### config.mk
export PLATFORM = sky130hd
export DESIGN_NAME = pmsio_regs
export DESIGN_NICKNAME = d
export VERILOG_FILES = /design/src/logic/pmsio_pkg.sv /design/src/logic/pmsio_regs.sv
export SDC_FILE = /design/constraint.sdc
export NUM_CORES = 1
export LEC_CHECK = 0
export BUFFER_PORTS_ARGS = -buffer_cell sky130_fd_sc_hd__buf_2
export CAP_MARGIN = 20
export CELL_PAD_IN_SITES_DETAIL_PLACEMENT = 1
export CELL_PAD_IN_SITES_GLOBAL_PLACEMENT = 1
export CORE_ASPECT_RATIO = 0.7
export CORE_MARGIN = 10
export CORE_UTILIZATION = 40
export DETAILED_ROUTE_END_ITERATION = 10
export GPL_ROUTABILITY_DRIVEN = 0
export PLACE_DENSITY = 0.76
export SLEW_MARGIN = 20
export SYNTH_ARGS = -nofsm -noshare
export SYNTH_HDL_FRONTEND = slang
export SYNTH_SLANG_ARGS = --single-unit
### constraint.sdc
create_clock -name SYS_CLK -period 9.6 [get_ports SYS_CLK]
set_clock_uncertainty 0.2 [all_clocks]
set_input_delay 0.96 -clock SYS_CLK [delete_from_list [all_inputs] [get_ports SYS_CLK]]
set_output_delay 0.96 -clock SYS_CLK [all_outputs]
set_load 0.1 [all_outputs]
### src/logic/pmsio_pkg.sv
package pmsio_pkg;

  // ----------------------------------------
  // Register map
  // ----------------------------------------
  localparam logic [7:0] SUPV_CFG_ADDR  = 8'h13;
  localparam logic [7:0] RSTSW_CFG_ADDR = 8'h14;
  localparam logic [7:0] SUPV_CFG_RST   = 8'h4c;
  localparam logic [7:0] RSTSW_CFG_RST  = 8'hc0;
  localparam logic [7:0] RSTSW_WR_MASK  = 8'hcf;
  localparam logic [7:0] ENABLE_RST     = 8'h00;

  // ----------------------------------------
  // Field positions
  // ----------------------------------------
  localparam int HOLD_TIME_BIT   = 7;
  localparam int BUF_TYPE_BIT    = 6;
  localparam int PAIRING_BIT     = 5;
  localparam int PG_DLY_LSB      = 3;
  localparam int TIGHT_BIT       = 2;
  localparam int UVLO_LSB        = 0;
  localparam int WARM_RST_BIT    = 7;
  localparam int UVLO_HYS_BIT    = 6;
  localparam int SW3_LIM_LSB     = 2;
  localparam int SW2_LIM_LSB     = 0;
  localparam int EN_PIN3_BIT     = 6;
  localparam int EN_PIN2_BIT     = 5;
  localparam int EN_PIN1_BIT     = 4;

  // ----------------------------------------
  // Power-good delay times
  // ----------------------------------------
  localparam int CLK_MHZ         = 125;
  localparam int PG_DLY0_MS      = 10;
  localparam int PG_DLY1_MS      = 20;
  localparam int PG_DLY2_MS      = 50;
  localparam int PG_DLY3_MS      = 150;
  localparam int PG_DLY0_CYC     = PG_DLY0_MS * 1000 * CLK_MHZ;
  localparam int PG_DLY1_CYC     = PG_DLY1_MS * 1000 * CLK_MHZ;
  localparam int PG_DLY2_CYC     = PG_DLY2_MS * 1000 * CLK_MHZ;
  localparam int PG_DLY3_CYC     = PG_DLY3_MS * 1000 * CLK_MHZ;
  localparam int PG_CNT_W        = 25;

  typedef struct packed {
    logic       hold_long;
    logic       second_output_buffer_type;
    logic       pin_pairing_sel;
    logic [1:0] power_good_delay_sel;
    logic       supervisor_tight_sel;
    logic [1:0] uvlo_sel;
  } pmsio_supv_t;

  typedef struct packed {
    logic       warm_reset_pin_mode;
    logic       undervoltage_lockout_hysteresis;
    logic [1:0] rsvd;
    logic [1:0] switch_three_limit_sel;
    logic [1:0] switch_two_limit_sel;
  } pmsio_rstsw_t;

  typedef enum logic [1:0] {
    PG_LOW   = 2'b00,
    PG_WAIT  = 2'b01,
    PG_HIGH  = 2'b10
  } pmsio_pg_t;

endpackage : pmsio_pkg

### src/logic/pmsio_regs.sv
`timescale 1ns/10ps
// Operation
// (RULE1) Supervisor register at 0x13 resets to 0x4C.
// (RULE2) Reset-pin and switch-limit register at 0x14 resets to 0xC0.
// (RULE3) Both registers need the password unlock before writes take effect.
// (RULE4) Bit 7 of 0x13 selects button hold 8 s or 15 s.
// (RULE5) Second output open-drain when 0, push-pull when 1.
// (RULE6) Pairing 1 makes first pin an input driving second output.
// (RULE7) While pairing is 1, software levels of pins one and two ignored.
// (RULE8) Power-good delay code 0..3 gives 10, 20, 50, 150 ms.
// (RULE9) Delay only before power-good rises; falling is immediate.
// (RULE10) Strictness bit picks tight limits and overvoltage monitoring.
// (RULE11) Warm-reset mode makes third pin a converter warm-reset input.
// (RULE12) In warm-reset mode the third pin level bit has no function.
// (RULE13) Bits 3:2 of 0x14 select switch three current limit.
// (RULE14) Bits 1:0 of 0x14 select switch two current limit.
// (RULE15) Reserved bits 5:4 of 0x14 read zero, writes ignored.
// (RULE16) Writes without a valid unlock leave stored value unchanged.
module pmsio_regs
  import pmsio_pkg::*;
(
  input  wire logic       SYS_CLK,
  input  wire logic       NRST,
  input  wire logic       WR_EN,
  input  wire logic [7:0] ADDR,
  input  wire logic [7:0] WDATA,
  input  wire logic       UNLOCKED,
  input  wire logic [7:0] ENABLE_REG,
  input  wire logic       RAILS_OK,
  input  wire logic       FIRST_PIN_IN,
  input  wire logic       THIRD_PIN_IN,
  output logic      [7:0] RDATA,
  output logic            HOLD_LONG,
  output logic            FIRST_PIN_OE,
  output logic            SECOND_OUT_O,
  output logic            SECOND_OUT_OE,
  output logic            THIRD_PIN_OE,
  output logic            WARM_RESET,
  output logic            OV_MON_EN,
  output logic            TIGHT_LIMITS,
  output logic      [1:0] UVLO_SEL,
  output logic            UVLO_HYS,
  output logic      [1:0] SW3_LIMIT,
  output logic      [1:0] SW2_LIMIT,
  output logic            POWER_GOOD
);

  // ----------------------------------------
  // Register file
  // ----------------------------------------
  pmsio_supv_t  supv_r,  supv_nxt;
  pmsio_rstsw_t rstsw_r, rstsw_nxt;
  logic [7:0]   rdata_nxt;

  always_comb begin
    supv_nxt  = supv_r;
    rstsw_nxt = rstsw_r;
    if (WR_EN && UNLOCKED && ADDR == SUPV_CFG_ADDR) begin   // [RULE3] [RULE16]
      supv_nxt = pmsio_supv_t'(WDATA);
    end
    if (WR_EN && UNLOCKED && ADDR == RSTSW_CFG_ADDR) begin  // [RULE3] [RULE16]
      rstsw_nxt = pmsio_rstsw_t'(WDATA & RSTSW_WR_MASK);   // [RULE15]
    end
    case (ADDR)
      SUPV_CFG_ADDR:  rdata_nxt = supv_nxt;
      RSTSW_CFG_ADDR: rdata_nxt = rstsw_nxt;
      default:        rdata_nxt = 8'h00;
    endcase
  end

  always_ff @(posedge SYS_CLK or negedge NRST) begin
    if (!NRST) begin
      supv_r  <= pmsio_supv_t'(SUPV_CFG_RST);                // [RULE1]
      rstsw_r <= pmsio_rstsw_t'(RSTSW_CFG_RST);              // [RULE2]
      RDATA   <= 8'h00;
    end else begin
      supv_r  <= supv_nxt;
      rstsw_r <= rstsw_nxt;
      RDATA   <= rdata_nxt;
    end
  end

  // ----------------------------------------
  // Pin steering and config outputs
  // ----------------------------------------
  logic pair, first_oe_nxt, sec_o_nxt, sec_oe_nxt, third_oe_nxt, warm_nxt, sec_lvl;

  always_comb begin
    pair = supv_r.pin_pairing_sel;
    // Enable-register level bits: 0 drives low, 1 releases, or drives high on a push-pull second output
    sec_lvl      = pair ? FIRST_PIN_IN : ENABLE_REG[EN_PIN2_BIT];            // [RULE6] [RULE7]
    first_oe_nxt = pair ? 1'b0 : ~ENABLE_REG[EN_PIN1_BIT];                   // [RULE6] [RULE7]
    if (supv_r.second_output_buffer_type) begin                              // [RULE5]
      sec_o_nxt  = sec_lvl;
      sec_oe_nxt = 1'b1;
    end else begin
      sec_o_nxt  = 1'b0;
      sec_oe_nxt = ~sec_lvl;
    end
    third_oe_nxt = rstsw_r.warm_reset_pin_mode ? 1'b0 : ~ENABLE_REG[EN_PIN3_BIT]; // [RULE11] [RULE12]
    warm_nxt     = rstsw_r.warm_reset_pin_mode & ~THIRD_PIN_IN;             // [RULE11]
  end

  // ----------------------------------------
  // Power-good qualifier
  // ----------------------------------------
  pmsio_pg_t           pg_r, pg_nxt;
  logic [PG_CNT_W-1:0] cnt_r, cnt_nxt, dly_cyc;
  logic                pg_out_nxt;

  always_comb begin
    case (supv_r.power_good_delay_sel)                                      // [RULE8]
      2'd0:    dly_cyc = PG_CNT_W'(PG_DLY0_CYC);
      2'd1:    dly_cyc = PG_CNT_W'(PG_DLY1_CYC);
      2'd2:    dly_cyc = PG_CNT_W'(PG_DLY2_CYC);
      default: dly_cyc = PG_CNT_W'(PG_DLY3_CYC);
    endcase
    pg_nxt  = pg_r;
    cnt_nxt = cnt_r;
    case (pg_r)
      PG_LOW: begin
        cnt_nxt = '0;
        if (RAILS_OK) pg_nxt = PG_WAIT;
      end
      PG_WAIT: begin
        cnt_nxt = cnt_r + PG_CNT_W'(1);
        if (!RAILS_OK) pg_nxt = PG_LOW;
        else if (cnt_r + PG_CNT_W'(1) >= dly_cyc) pg_nxt = PG_HIGH;          // [RULE9]
      end
      PG_HIGH: begin
        if (!RAILS_OK) pg_nxt = PG_LOW;                                     // [RULE9]
      end
      default: pg_nxt = PG_LOW;
    endcase
    // Drop without delay: fault seen the same cycle it is sampled
    pg_out_nxt = (pg_nxt == PG_HIGH) && RAILS_OK;                           // [RULE9]
  end

  always_ff @(posedge SYS_CLK or negedge NRST) begin
    if (!NRST) begin
      pg_r          <= PG_LOW;
      cnt_r         <= '0;
      POWER_GOOD    <= 1'b0;
      HOLD_LONG     <= 1'b0;
      FIRST_PIN_OE  <= 1'b0;
      SECOND_OUT_O  <= 1'b0;
      SECOND_OUT_OE <= 1'b0;
      THIRD_PIN_OE  <= 1'b0;
      WARM_RESET    <= 1'b0;
      OV_MON_EN     <= 1'b0;
      TIGHT_LIMITS  <= 1'b0;
      UVLO_SEL      <= 2'h0;
      UVLO_HYS      <= 1'b0;
      SW3_LIMIT     <= 2'h0;
      SW2_LIMIT     <= 2'h0;
    end else begin
      pg_r          <= pg_nxt;
      cnt_r         <= cnt_nxt;
      POWER_GOOD    <= pg_out_nxt;
      HOLD_LONG     <= supv_r.hold_long;                                    // [RULE4]
      FIRST_PIN_OE  <= first_oe_nxt;
      SECOND_OUT_O  <= sec_o_nxt;
      SECOND_OUT_OE <= sec_oe_nxt;
      THIRD_PIN_OE  <= third_oe_nxt;
      WARM_RESET    <= warm_nxt;
      OV_MON_EN     <= supv_r.supervisor_tight_sel;                         // [RULE10]
      TIGHT_LIMITS  <= supv_r.supervisor_tight_sel;                         // [RULE10]
      UVLO_SEL      <= supv_r.uvlo_sel;
      UVLO_HYS      <= rstsw_r.undervoltage_lockout_hysteresis;
      SW3_LIMIT     <= rstsw_r.switch_three_limit_sel;                      // [RULE13]
      SW2_LIMIT     <= rstsw_r.switch_two_limit_sel;                        // [RULE14]
    end
  end

endmodule : pmsio_regs

Word-level counts from Yosys, hierarchy flattened
Cells that the tools add are included.
{ "word_totals": {"regBits": 66, "input_bits": 31, "out_inout_bits": 24, "wordCells": 62} }
{ "op_classes": {"add_sub_neg": 1, "magnitude_cmp": 1, "eq_ne": 7, "n_mux": 15, "bitwise_logic": 5, "reduce_logical": 7} }
{ "op_table": {"columns": ["operator", "n"], "rows": [
  ["one-hot mux 25 bit (3 select lines)", 1],
  ["one-hot mux 25 bit (2 select lines)", 1],
  ["adder 25 x 1 -> 25 bit (second input constant)", 1],
  ["greater-or-equal comparator 25 bit", 1],
  ["== test 8 x 5 -> 1 bit (second input constant)", 2],
  ["two-way mux 8 bit", 2],
  ["one-hot mux 8 bit (2 select lines)", 1],
  ["two-way mux 2 bit", 4],
  ["== test 2 bit (second input constant)", 3],
  ["one-hot mux 2 bit (3 select lines)", 1],
  ["two-way mux 1 bit", 5],
  ["== test 2 x 1 -> 1 bit (second input constant)", 2],
  ["logical AND 1 bit", 4],
  ["zero test 2 bit", 2],
  ["NOT 1 bit", 4],
  ["nonzero test 2 bit", 1],
  ["bitwise AND 1 bit", 1]
]} }

Longest topological paths before layout
Gate-level depths: netlist (run 1).
{ "logic_depth": {"ltp_word": 8, "depth_mapped": 14, "depth_no_buf": 13} }

Least setup slack after synthesis (run 1)
OpenSTA, ideal clock, no wires.
{ "synth_path": {"kind": "reg-to-reg", "startpoint": "register cnt_r[3]", "endpoint": "register POWER_GOOD", "setup_time_ns": 0.133, "t_arrival_ns": 2.799, "t_required_ns": 9.267, "slack_ns": 6.468, "path_stages_with_launch": 14, "n_path_buf": 1, "period_less_slack_ns": 3.132, "path_cell_list": "dfrtp_1 > nand3_4 > or3_1 > buf_6 > nor2_1 > nand3_1 > xnor2_1 > ha_1 > a21o_1 > a21oi_1 > o21ai_0 > o31a_1 > nor3_1 > a21oi_1"} }
{ "synth_between": {"elab_chain_len": 7} }
{ "synth_rtl": {"columns": ["item", "line_no", "source"], "rows": [
  ["start: declaration", "pmsio_regs.sv:108", "logic [PG_CNT_W-1:0] cnt_r, cnt_nxt, dly_cyc;"],
  ["start signal: assignment", "pmsio_regs.sv:158", "cnt_r <= cnt_nxt;"],
  ["adder 25 x 1 -> 25 bit", "pmsio_regs.sv:128", "else if (cnt_r + PG_CNT_W'(1) >= dly_cyc) pg_nxt = PG_HIGH;"],
  ["greater-or-equal comparator 25 bit", "pmsio_regs.sv:128", null],
  ["two-way mux 2 bit", "pmsio_regs.sv:128", null],
  ["two-way mux 2 bit", "pmsio_regs.sv:127", "if (!RAILS_OK) pg_nxt = PG_LOW;"],
  ["one-hot mux 2 bit (3 select lines)", "pmsio_regs.sv:120", "case (pg_r)"],
  ["== test 2 bit", "pmsio_regs.sv:136", "pg_out_nxt = (pg_nxt == PG_HIGH) && RAILS_OK;"],
  ["logical AND 1 bit", "pmsio_regs.sv:136", null],
  ["via pg_out_nxt", "pmsio_regs.sv:109", "logic pg_out_nxt;"],
  ["end signal: assignment", "pmsio_regs.sv:159", "POWER_GOOD <= pg_out_nxt;"],
  ["end: declaration", "pmsio_regs.sv:45", "output logic POWER_GOOD"]
]} }
The timed path passes the listed nets, and every way through them passes these cells.
A chain may end at the register's enable or synchronous reset.

Worst setup path in the final report (run 1)
{ "layout_path": {"startpoint": "register cnt_r[0]", "endpoint": "register POWER_GOOD"} }
Same word-level chain as after synthesis.

==> flow_summary_export.csv, run 1 <==
group,metric,value,unit
run_status,outcome,"completed",
sta,hold_violations,0,
setup_path,critical_path_class,"flip-flop to flip-flop",
power,power.leakage,2.205,nW
detailed_routing,wl_per_cell,18.76,µm
final_layout,layout-drive-gt1-share,26.07,%
sta,final-setup-viol-count,0,
logic_synthesis,syn_nets,407,
logic_synthesis,synth-xor-area-share,4.720,%
setup_path,cp-startpoint,"cnt_r[0]$_DFFE_PN0P_",
job,max_cap_violations,0,
die,dieArea,13590,µm²
final_layout,syn_to_final_growth,17.57,%
cts,clk_pin_slew,0.06,ns
final_layout,finalNetCount,450,
sta,drv_slew,0,
global_route,grt-ovfl-total,0,
logic_synthesis,yosys.area_share.simple,15.24,%
setup_path,worstPathArrival,4.00,ns
final_layout,fillers,1020,
setup_path,path_buf_inv,0,
logic_synthesis,yosysTopAreaCell,"dfrtp_1",
power,ir_drop,101.6,µV
sta,period_share,41.70,%
logic_synthesis,synth_compound_area_share,14.46,%
detailed_routing,vias,2819,
sta,hold_slack,0.2050,ns
place,hpwl,7151,µm
die,coreArea,9071,µm²
setup_path,rr_startpoint,"cnt_r[0]$_DFFE_PN0P_",
power,powerDensity,165.9,nW/µm²
sta,fmax,249.8,MHz
logic_synthesis,ys.flop_type,"dfrtp_1",
detailed_routing,antenna_left,0,
cts,cts_tree,"yes",
cts,numCtsBuffers,9,
place,post-place-cells,507,
logic_synthesis,syn_area_per_cell,10.57,µm²
final_layout,num_antenna_cells,0,
die,ios,55,
worst_hold_path,hold_path.startpoint,"supv_r[7]$_DFF_PN0_",
final_layout,regArea,1658,µm²
logic_synthesis,postSynthCellCount,351,
final_layout,multi_input_area,1912,µm²
logic_synthesis,synth_most_common_cell,"dfrtp_1",
logic_synthesis,synthArstFlopShare,100.0,%
detailed_routing,vias_per_cell,5.390,
cts,post_cts_buffers,0,
cts,htreeDepth,3,
sta,rsz0062_at_grt,"no",
cts,cts_sinks,66,
sta,fin_crit,4.003,ns
cts,cts_hold_buf,0,
logic_synthesis,ys_ff_latch,66,
setup_path,start_kind,"flip-flop",
logic_synthesis,synth_top_area_share,41.13,%
logic_synthesis,synth_edf_count,0,
setup_path,path_cells,"ha_1, nand3_1, nor4_1, nand2_1, nor2_1, xor2_1, ha_1, a21o_1, a21oi_1, o21ai_0, o31a_1, nor3_1, a21oi_1",
sta,max-slew-margin-rel,37.14,%
setup_path,slowest_stage,"nor4_1",
global_route,grt_max_degree,67,
logic_synthesis,yosysSeqAreaShare,44.67,%
global_route,antenna_found_initial,0,
setup_path,crit_family,"simple AND/OR/NAND/NOR gates",
die,die-width,135.1,µm
logic_synthesis,synth.top_cells.by_count,"61 x dfrtp_1, 30 x nor2_1, 25 x ha_1, 25 x mux2_2, 23 x a22o_1",
detailed_routing,wirelength,9812,µm
detailed_routing,dr.first_iter.drc_count,141,
final_layout,final_cells,523,
die,rows,29,
logic_synthesis,syn_area,3711,µm²
die,die_h,100.6,µm
sta,fin_tns_setup,0,ns
global_route,first_global_vias,3058,
cts,cts_resized,0,
logic_synthesis,ys_types,47,
global_route,track_usage,15.06,%
logic_synthesis,synthAdderAreaFrac,8.429,%
detailed_routing,drt-pass1-iter-count,4,
cts,cts_root_buf,"clkbuf_16",
setup_path,required,9.60,ns
setup_path,cp_max_fo,6,
cts,worstSkewPairLatency,0.34,ns
cts,cts_buffer_depth,2,
global_route,grt_pass1_wl,16190,µm
die,initial_utilization,40.91,%
logic_synthesis,synth.area.top_cells,"dfrtp_1 41%, ha_1 8.4%, mux2_2 7.6%",
setup_path,critical_path.max_stage_delay,0.80,ns
setup_path,crit_path_end_kind,"flip-flop",
logic_synthesis,yosys_warnings,0,
detailed_routing,drc_errors,0,
logic_synthesis,synth.mux.area_fraction,8.665,%
sta,tightest_slew,0.9343,ns
place,io_buffers,49,
worst_hold_path,hold_path_class,"flip-flop to flip-flop",
logic_synthesis,synth_top_family_by_area,"simple AND/OR/NAND/NOR gates",
cell usage in the layout, fill, tap and decap left out, types with 6 or more instances in the layout:
master,netlist,final
a21o_1,9,9
a21oi_1,6,6
a22o_1,23,23
a22oi_1,6,6
and3_1,8,8
buf_2,2,49
clkbuf_16,0,9
dfrtp_1,61,61
ha_1,25,25
inv_1,9,9
mux2_2,25,25
nand2_1,22,22
nand3_1,10,10
nor2_1,30,30
nor2b_1,7,7
nor3_1,8,8
o21ai_0,19,19
xnor2_1,8,8
xor2_1,12,12
through the flow:
step                      total power (W)  utilization [%]  instance area [µm²]  setup slack (ns)
final                           0.0007237            48.10                 4363             5.597
after global routing            0.0007514            48.10                 4363             5.265
after global placement          0.0003471            44.30                 4019             5.804
after CTS                       0.0007317            48.10                 4363             5.600
after detailed placement        0.0003495            44.30                 4019             5.722
after floorplan                 0.0003277                -                 3711             6.468
state kept, by name, indices dropped and copies added (netlist names):
name and cells:
cnt_r 25, RDATA 8, rstsw_r 8, supv_r 7
SW2_LIMIT 2, SW3_LIMIT 2, UVLO_SEL 2, pg_r 2
FIRST_PIN_OE 1, HOLD_LONG 1, POWER_GOOD 1, SECOND_OUT_O 1
SECOND_OUT_OE 1, THIRD_PIN_OE 1, TIGHT_LIMITS 1, UVLO_HYS 1
WARM_RESET 1, pair 1
kinds of logic after synthesis:
logic type                 Yosys count
AOI/OAI and AO/OA                   74
xor gates and xnor gates            20
adders and majority gates           25
buffers and inverters               28
DFF                                 66
muxes                               29
and+or+nand+nor                    109
layer usage:
metal	vias up	track usage, %	part of all wire (%)
met5	-	0	0
met4	0	5.446	1.2
met3	8	3.536	2.7
met2	33	23.70	48
met1	1424	19.79	48
li1	1354	-	-
where the power goes:
group | switching, W | leakage (nW) | internal, W
clock | 0.000125 | 0.163 | 0.000254
sequential | 0.00000819 | 0.885 | 0.000285
combinational | 0.0000357 | 1.16 | 0.0000152
total | 0.000169 | 2.21 | 0.000555
worst paths after layout:
| check | slack (ns) | cells past startpoint | to |
|---|---|---|---|
| max | 5.60 | 13 | POWER_GOOD$_DFF_PN0_ |
| min | 0.20 | 0 | HOLD_LONG$_DFF_PN0_ |
| min reg2reg | 0.20 | 0 | HOLD_LONG$_DFF_PN0_ |
| max reg2reg | 5.60 | 13 | POWER_GOOD$_DFF_PN0_ |
| max in group asynchronous | 8.04 | 2 | FIRST_PIN_OE$_DFF_PN0_ |
| min in group asynchronous | 0.61 | 2 | pg_r[0]$_DFF_PN0_ |
layout make-up:
class                   instances  share of cell area, %
multi-input cells             257                  43.82
flip-flops and latches         66                  38.00
repair buffers                 51                  5.965
clock buffers                  10                  5.248
well taps                     124                  3.556
clock inverters                 6                  2.638
inverters                       9                 0.7743
worst reg2reg max path, stage by stage, from the launching register on:
cell	delay, ns
dfrtp_1	0.40
ha_1	0.28
nand3_1	0.19
nor4_1	0.81
nand2_1	0.31
nor2_1	0.26
xor2_1	0.13
ha_1	0.20
a21o_1	0.15
a21oi_1	0.14
o21ai_0	0.11
o31a_1	0.34
nor3_1	0.25
a21oi_1	0.11
No activity file was read; power rests on OpenSTA's default activity.
==> run 2, diff against run 1 <==
==> constraint.sdc (replaced) <==
create_clock -name SYS_CLK -period 3.76 [get_ports SYS_CLK]
set_clock_uncertainty 0.2 [all_clocks]
set_input_delay 0.376 -clock SYS_CLK [delete_from_list [all_inputs] [get_ports SYS_CLK]]
set_output_delay 0.376 -clock SYS_CLK [all_outputs]
set_load 0.1 [all_outputs]
==> run 2 against run 1 <==
Compared with the run above:
- final cell count rose by 2.5%
- sequential cell count did not move
- sequential share of layout area fell by 0.98 points
- count of clock-buffer cells in the layout did not move
- largest power group unchanged
- die area did not move
- design area rose by 2.6%
- critical path type unchanged
- routed wire length rose by 4.5%
- highest routed layer unchanged
- worst setup slack got worse by 5.3 ns
- register-to-register slack got worse by 5.3 ns
==> flow_summary_export.csv, run 2 (synthesis gave the netlist of run 1 again) <==
group,metric,value,unit
run_status,outcome,"completed",
die,ios,55,
detailed_routing,wl_per_cell,19.14,µm
detailed_routing,highest_layer,"met4",
job,max_cap_violations,0,
setup_path,cp_max_fo,7,
cts,cts_root_buf,"clkbuf_16",
global_route,grt-ovfl-total,0,
detailed_routing,antenna_left,0,
final_layout,final_cells,536,
setup_path,start_kind,"flip-flop",
setup_path,critical_path_class,"flip-flop to flip-flop",
final_layout,largest_reg_flops,25,
sta,setup_ws,0.2816,ns
power,powerDensity,417.0,nW/µm²
sta,rsz0062_at_grt,"no",
power,power,0.001868,W
power,ir_drop,267.2,µV
final_layout,layout-drive-gt1-share,27.67,%
setup_path,regToRegSetupSlack,0.28,ns
final_layout,regMostFlops,"cnt_r",
final_layout,top_regs,"cnt_r: 25 flops, RDATA: 8 flops, rstsw_r: 8 flops",
final_layout,syn_to_final_growth,20.67,%
die,initial_utilization,40.91,%
final_layout,postLayoutCellArea,4478,µm²
setup_path,rr_worst_depth,13,
cts,cts_sinks,66,
sta,period_share,92.51,%
global_route,antenna_found_initial,0,
detailed_routing,dr.first_iter.drc_count,131,
die,die_h,100.6,µm
sta,hold_violations,0,
global_route,grt_max_degree,50,
cts,worstSkewPairLatency,0.33,ns
die,dieArea,13590,µm²
place,post-place-cells,515,
place,io_buffers,49,
detailed_routing,vias,2875,
worst_hold_path,hold_path.startpoint,"WDATA[3]",
final_layout,num_antenna_cells,0,
detailed_routing,drc_errors,0,
die,die-width,135.1,µm
final_layout,finalNetCount,463,
detailed_routing,wl_met3,264,µm
worst_hold_path,hold_path_class,"primary input to flip-flop",
detailed_routing,met1Wirelength,4764,µm
setup_path,rr_startpoint,"cnt_r[2]$_DFFE_PN0P_",
cts,clk_pin_slew,0.06,ns
cts,cts_tree,"yes",
detailed_routing,wirelength,10260,µm
setup_path,crit_path_end_kind,"flip-flop",
cts,htreeDepth,3,
global_route,grt_pass1_wl,16650,µm
final_layout,layout_commonest_cell,"dfrtp_1",
cts,numCtsBuffers,9,
setup_path,required,3.77,ns
sta,fmax,287.5,MHz
detailed_routing,vias_per_cell,5.364,
setup_path,worstPathArrival,3.48,ns
sta,fin_tns_setup,0,ns
die,coreArea,9071,µm²
place,pre_cts_ws,0.2890,ns
detailed_routing,wl_met2,5104,µm
cts,cts_buffer_depth,2,
power,power.leakage,2.277,nW
sta,tightest_slew,0.8769,ns
place,hpwl,7454,µm
sta,max-slew-margin-rel,41.33,%
sta,final-setup-viol-count,0,
global_route,first_global_vias,3126,
worst_hold_path,min_to,"supv_r[3]$_DFF_PN1_",
place,place_area,4079,µm²
worst_hold_path,worstHoldPathCells,3,
die,rows,29,
final_layout,final_cell_mix,"61 x dfrtp_1, 49 x buf_2, 30 x nor2_1, 25 x mux2_2, 25 x ha_1",
sta,fin_crit,3.478,ns
sta,drv_slew,0,
global_route,track_usage,15.43,%
detailed_routing,drt-pass1-iter-count,4,
final_layout,fillers,1025,
setup_path,r2r_end,"POWER_GOOD$_DFF_PN0_",
## run 2: changes by cell type in the layout (fill, tap and decap cells not counted), sizes merged
cell,change
buf,+9
dlygate4sd3,+4
clkinvlp,-1
inv,+1
## run 2: routing by layer
metal / GRT usage, % / vias to the layer above
met1: 19.73 / 1459
li1: - / 1374
met5: 0 / -
met4: 4.125 / 0
met2: 25.42 / 33
met3: 3.884 / 9
## run 2: per-stage QoR
stage / hold WS (ns) / utilization, %
finish: 0.09890 / 49.37
global route: 0.1156 / 49.37
CTS: 0.08612 / 49.28
detailed placement: 0.1701 / 44.97
global placement: 0.1728 / 44.97
floorplan: -0.1196 / -
## run 2: worst max-delay path by stage
stage | from | end | slack [ns] | cells past startpoint
6_report | cnt_r[2]$_DFFE_PN0P_ | POWER_GOOD$_DFF_PN0_ | 0.28 | 13
5_1_grt | cnt_r[2]$_DFFE_PN0P_ | POWER_GOOD$_DFF_PN0_ | 0.02 | 12
4_1_cts | cnt_r[2]$_DFFE_PN0P_ | POWER_GOOD$_DFF_PN0_ | 0.20 | 12
3_5_place_dp | cnt_r[2]$_DFFE_PN0P_ | POWER_GOOD$_DFF_PN0_ | 0.29 | 12
3_3_place_gp | cnt_r[2]$_DFFE_PN0P_ | POWER_GOOD$_DFF_PN0_ | 0.34 | 12
2_1_floorplan | cnt_r[3]$_DFFE_PN0P_ | POWER_GOOD$_DFF_PN0_ | 0.63 | 13
## run 2: layout make-up
class | instances | area (µm²) | share of cell area (%)
clock buffers | 10 | 239.0 | 5.337
clock inverters | 6 | 112.6 | 2.515
inverters | 9 | 33.78 | 0.7544
multi-input cells | 257 | 1912 | 42.69
flip-flops and latches | 66 | 1658 | 37.02
well taps | 124 | 155.1 | 3.465
repair buffers | 64 | 367.9 | 8.215
## run 2: where the power goes
group | internal, W | switching, W
logic | 0.0000434 | 0.000101
registers | 0.000728 | 0.0000162
clock network | 0.000668 | 0.000311
total | 0.00144 | 0.000429
## run 2: critical path: stages (launching register included)
cell      delay [ns]
dfrtp_1         0.49
nand3_4         0.16
or3_1           0.53
nor2_1          0.27
buf_4           0.17
xor2_1          0.19
ha_1            0.28
and3_1          0.21
a22o_1          0.21
o21ai_0         0.14
o21ai_0         0.10
o211ai_1        0.19
buf_4           0.16
a21oi_1         0.06
## run 2: what timing repair did
action | 4_1_cts | 5_1_grt
endpoints found under the hold margin | 22 | 0
hold buffers | 4 | 0
setup endpoints to repair | 0 | 3
buffers inserted | 0 | 1
gates resized for setup | 0 | 0
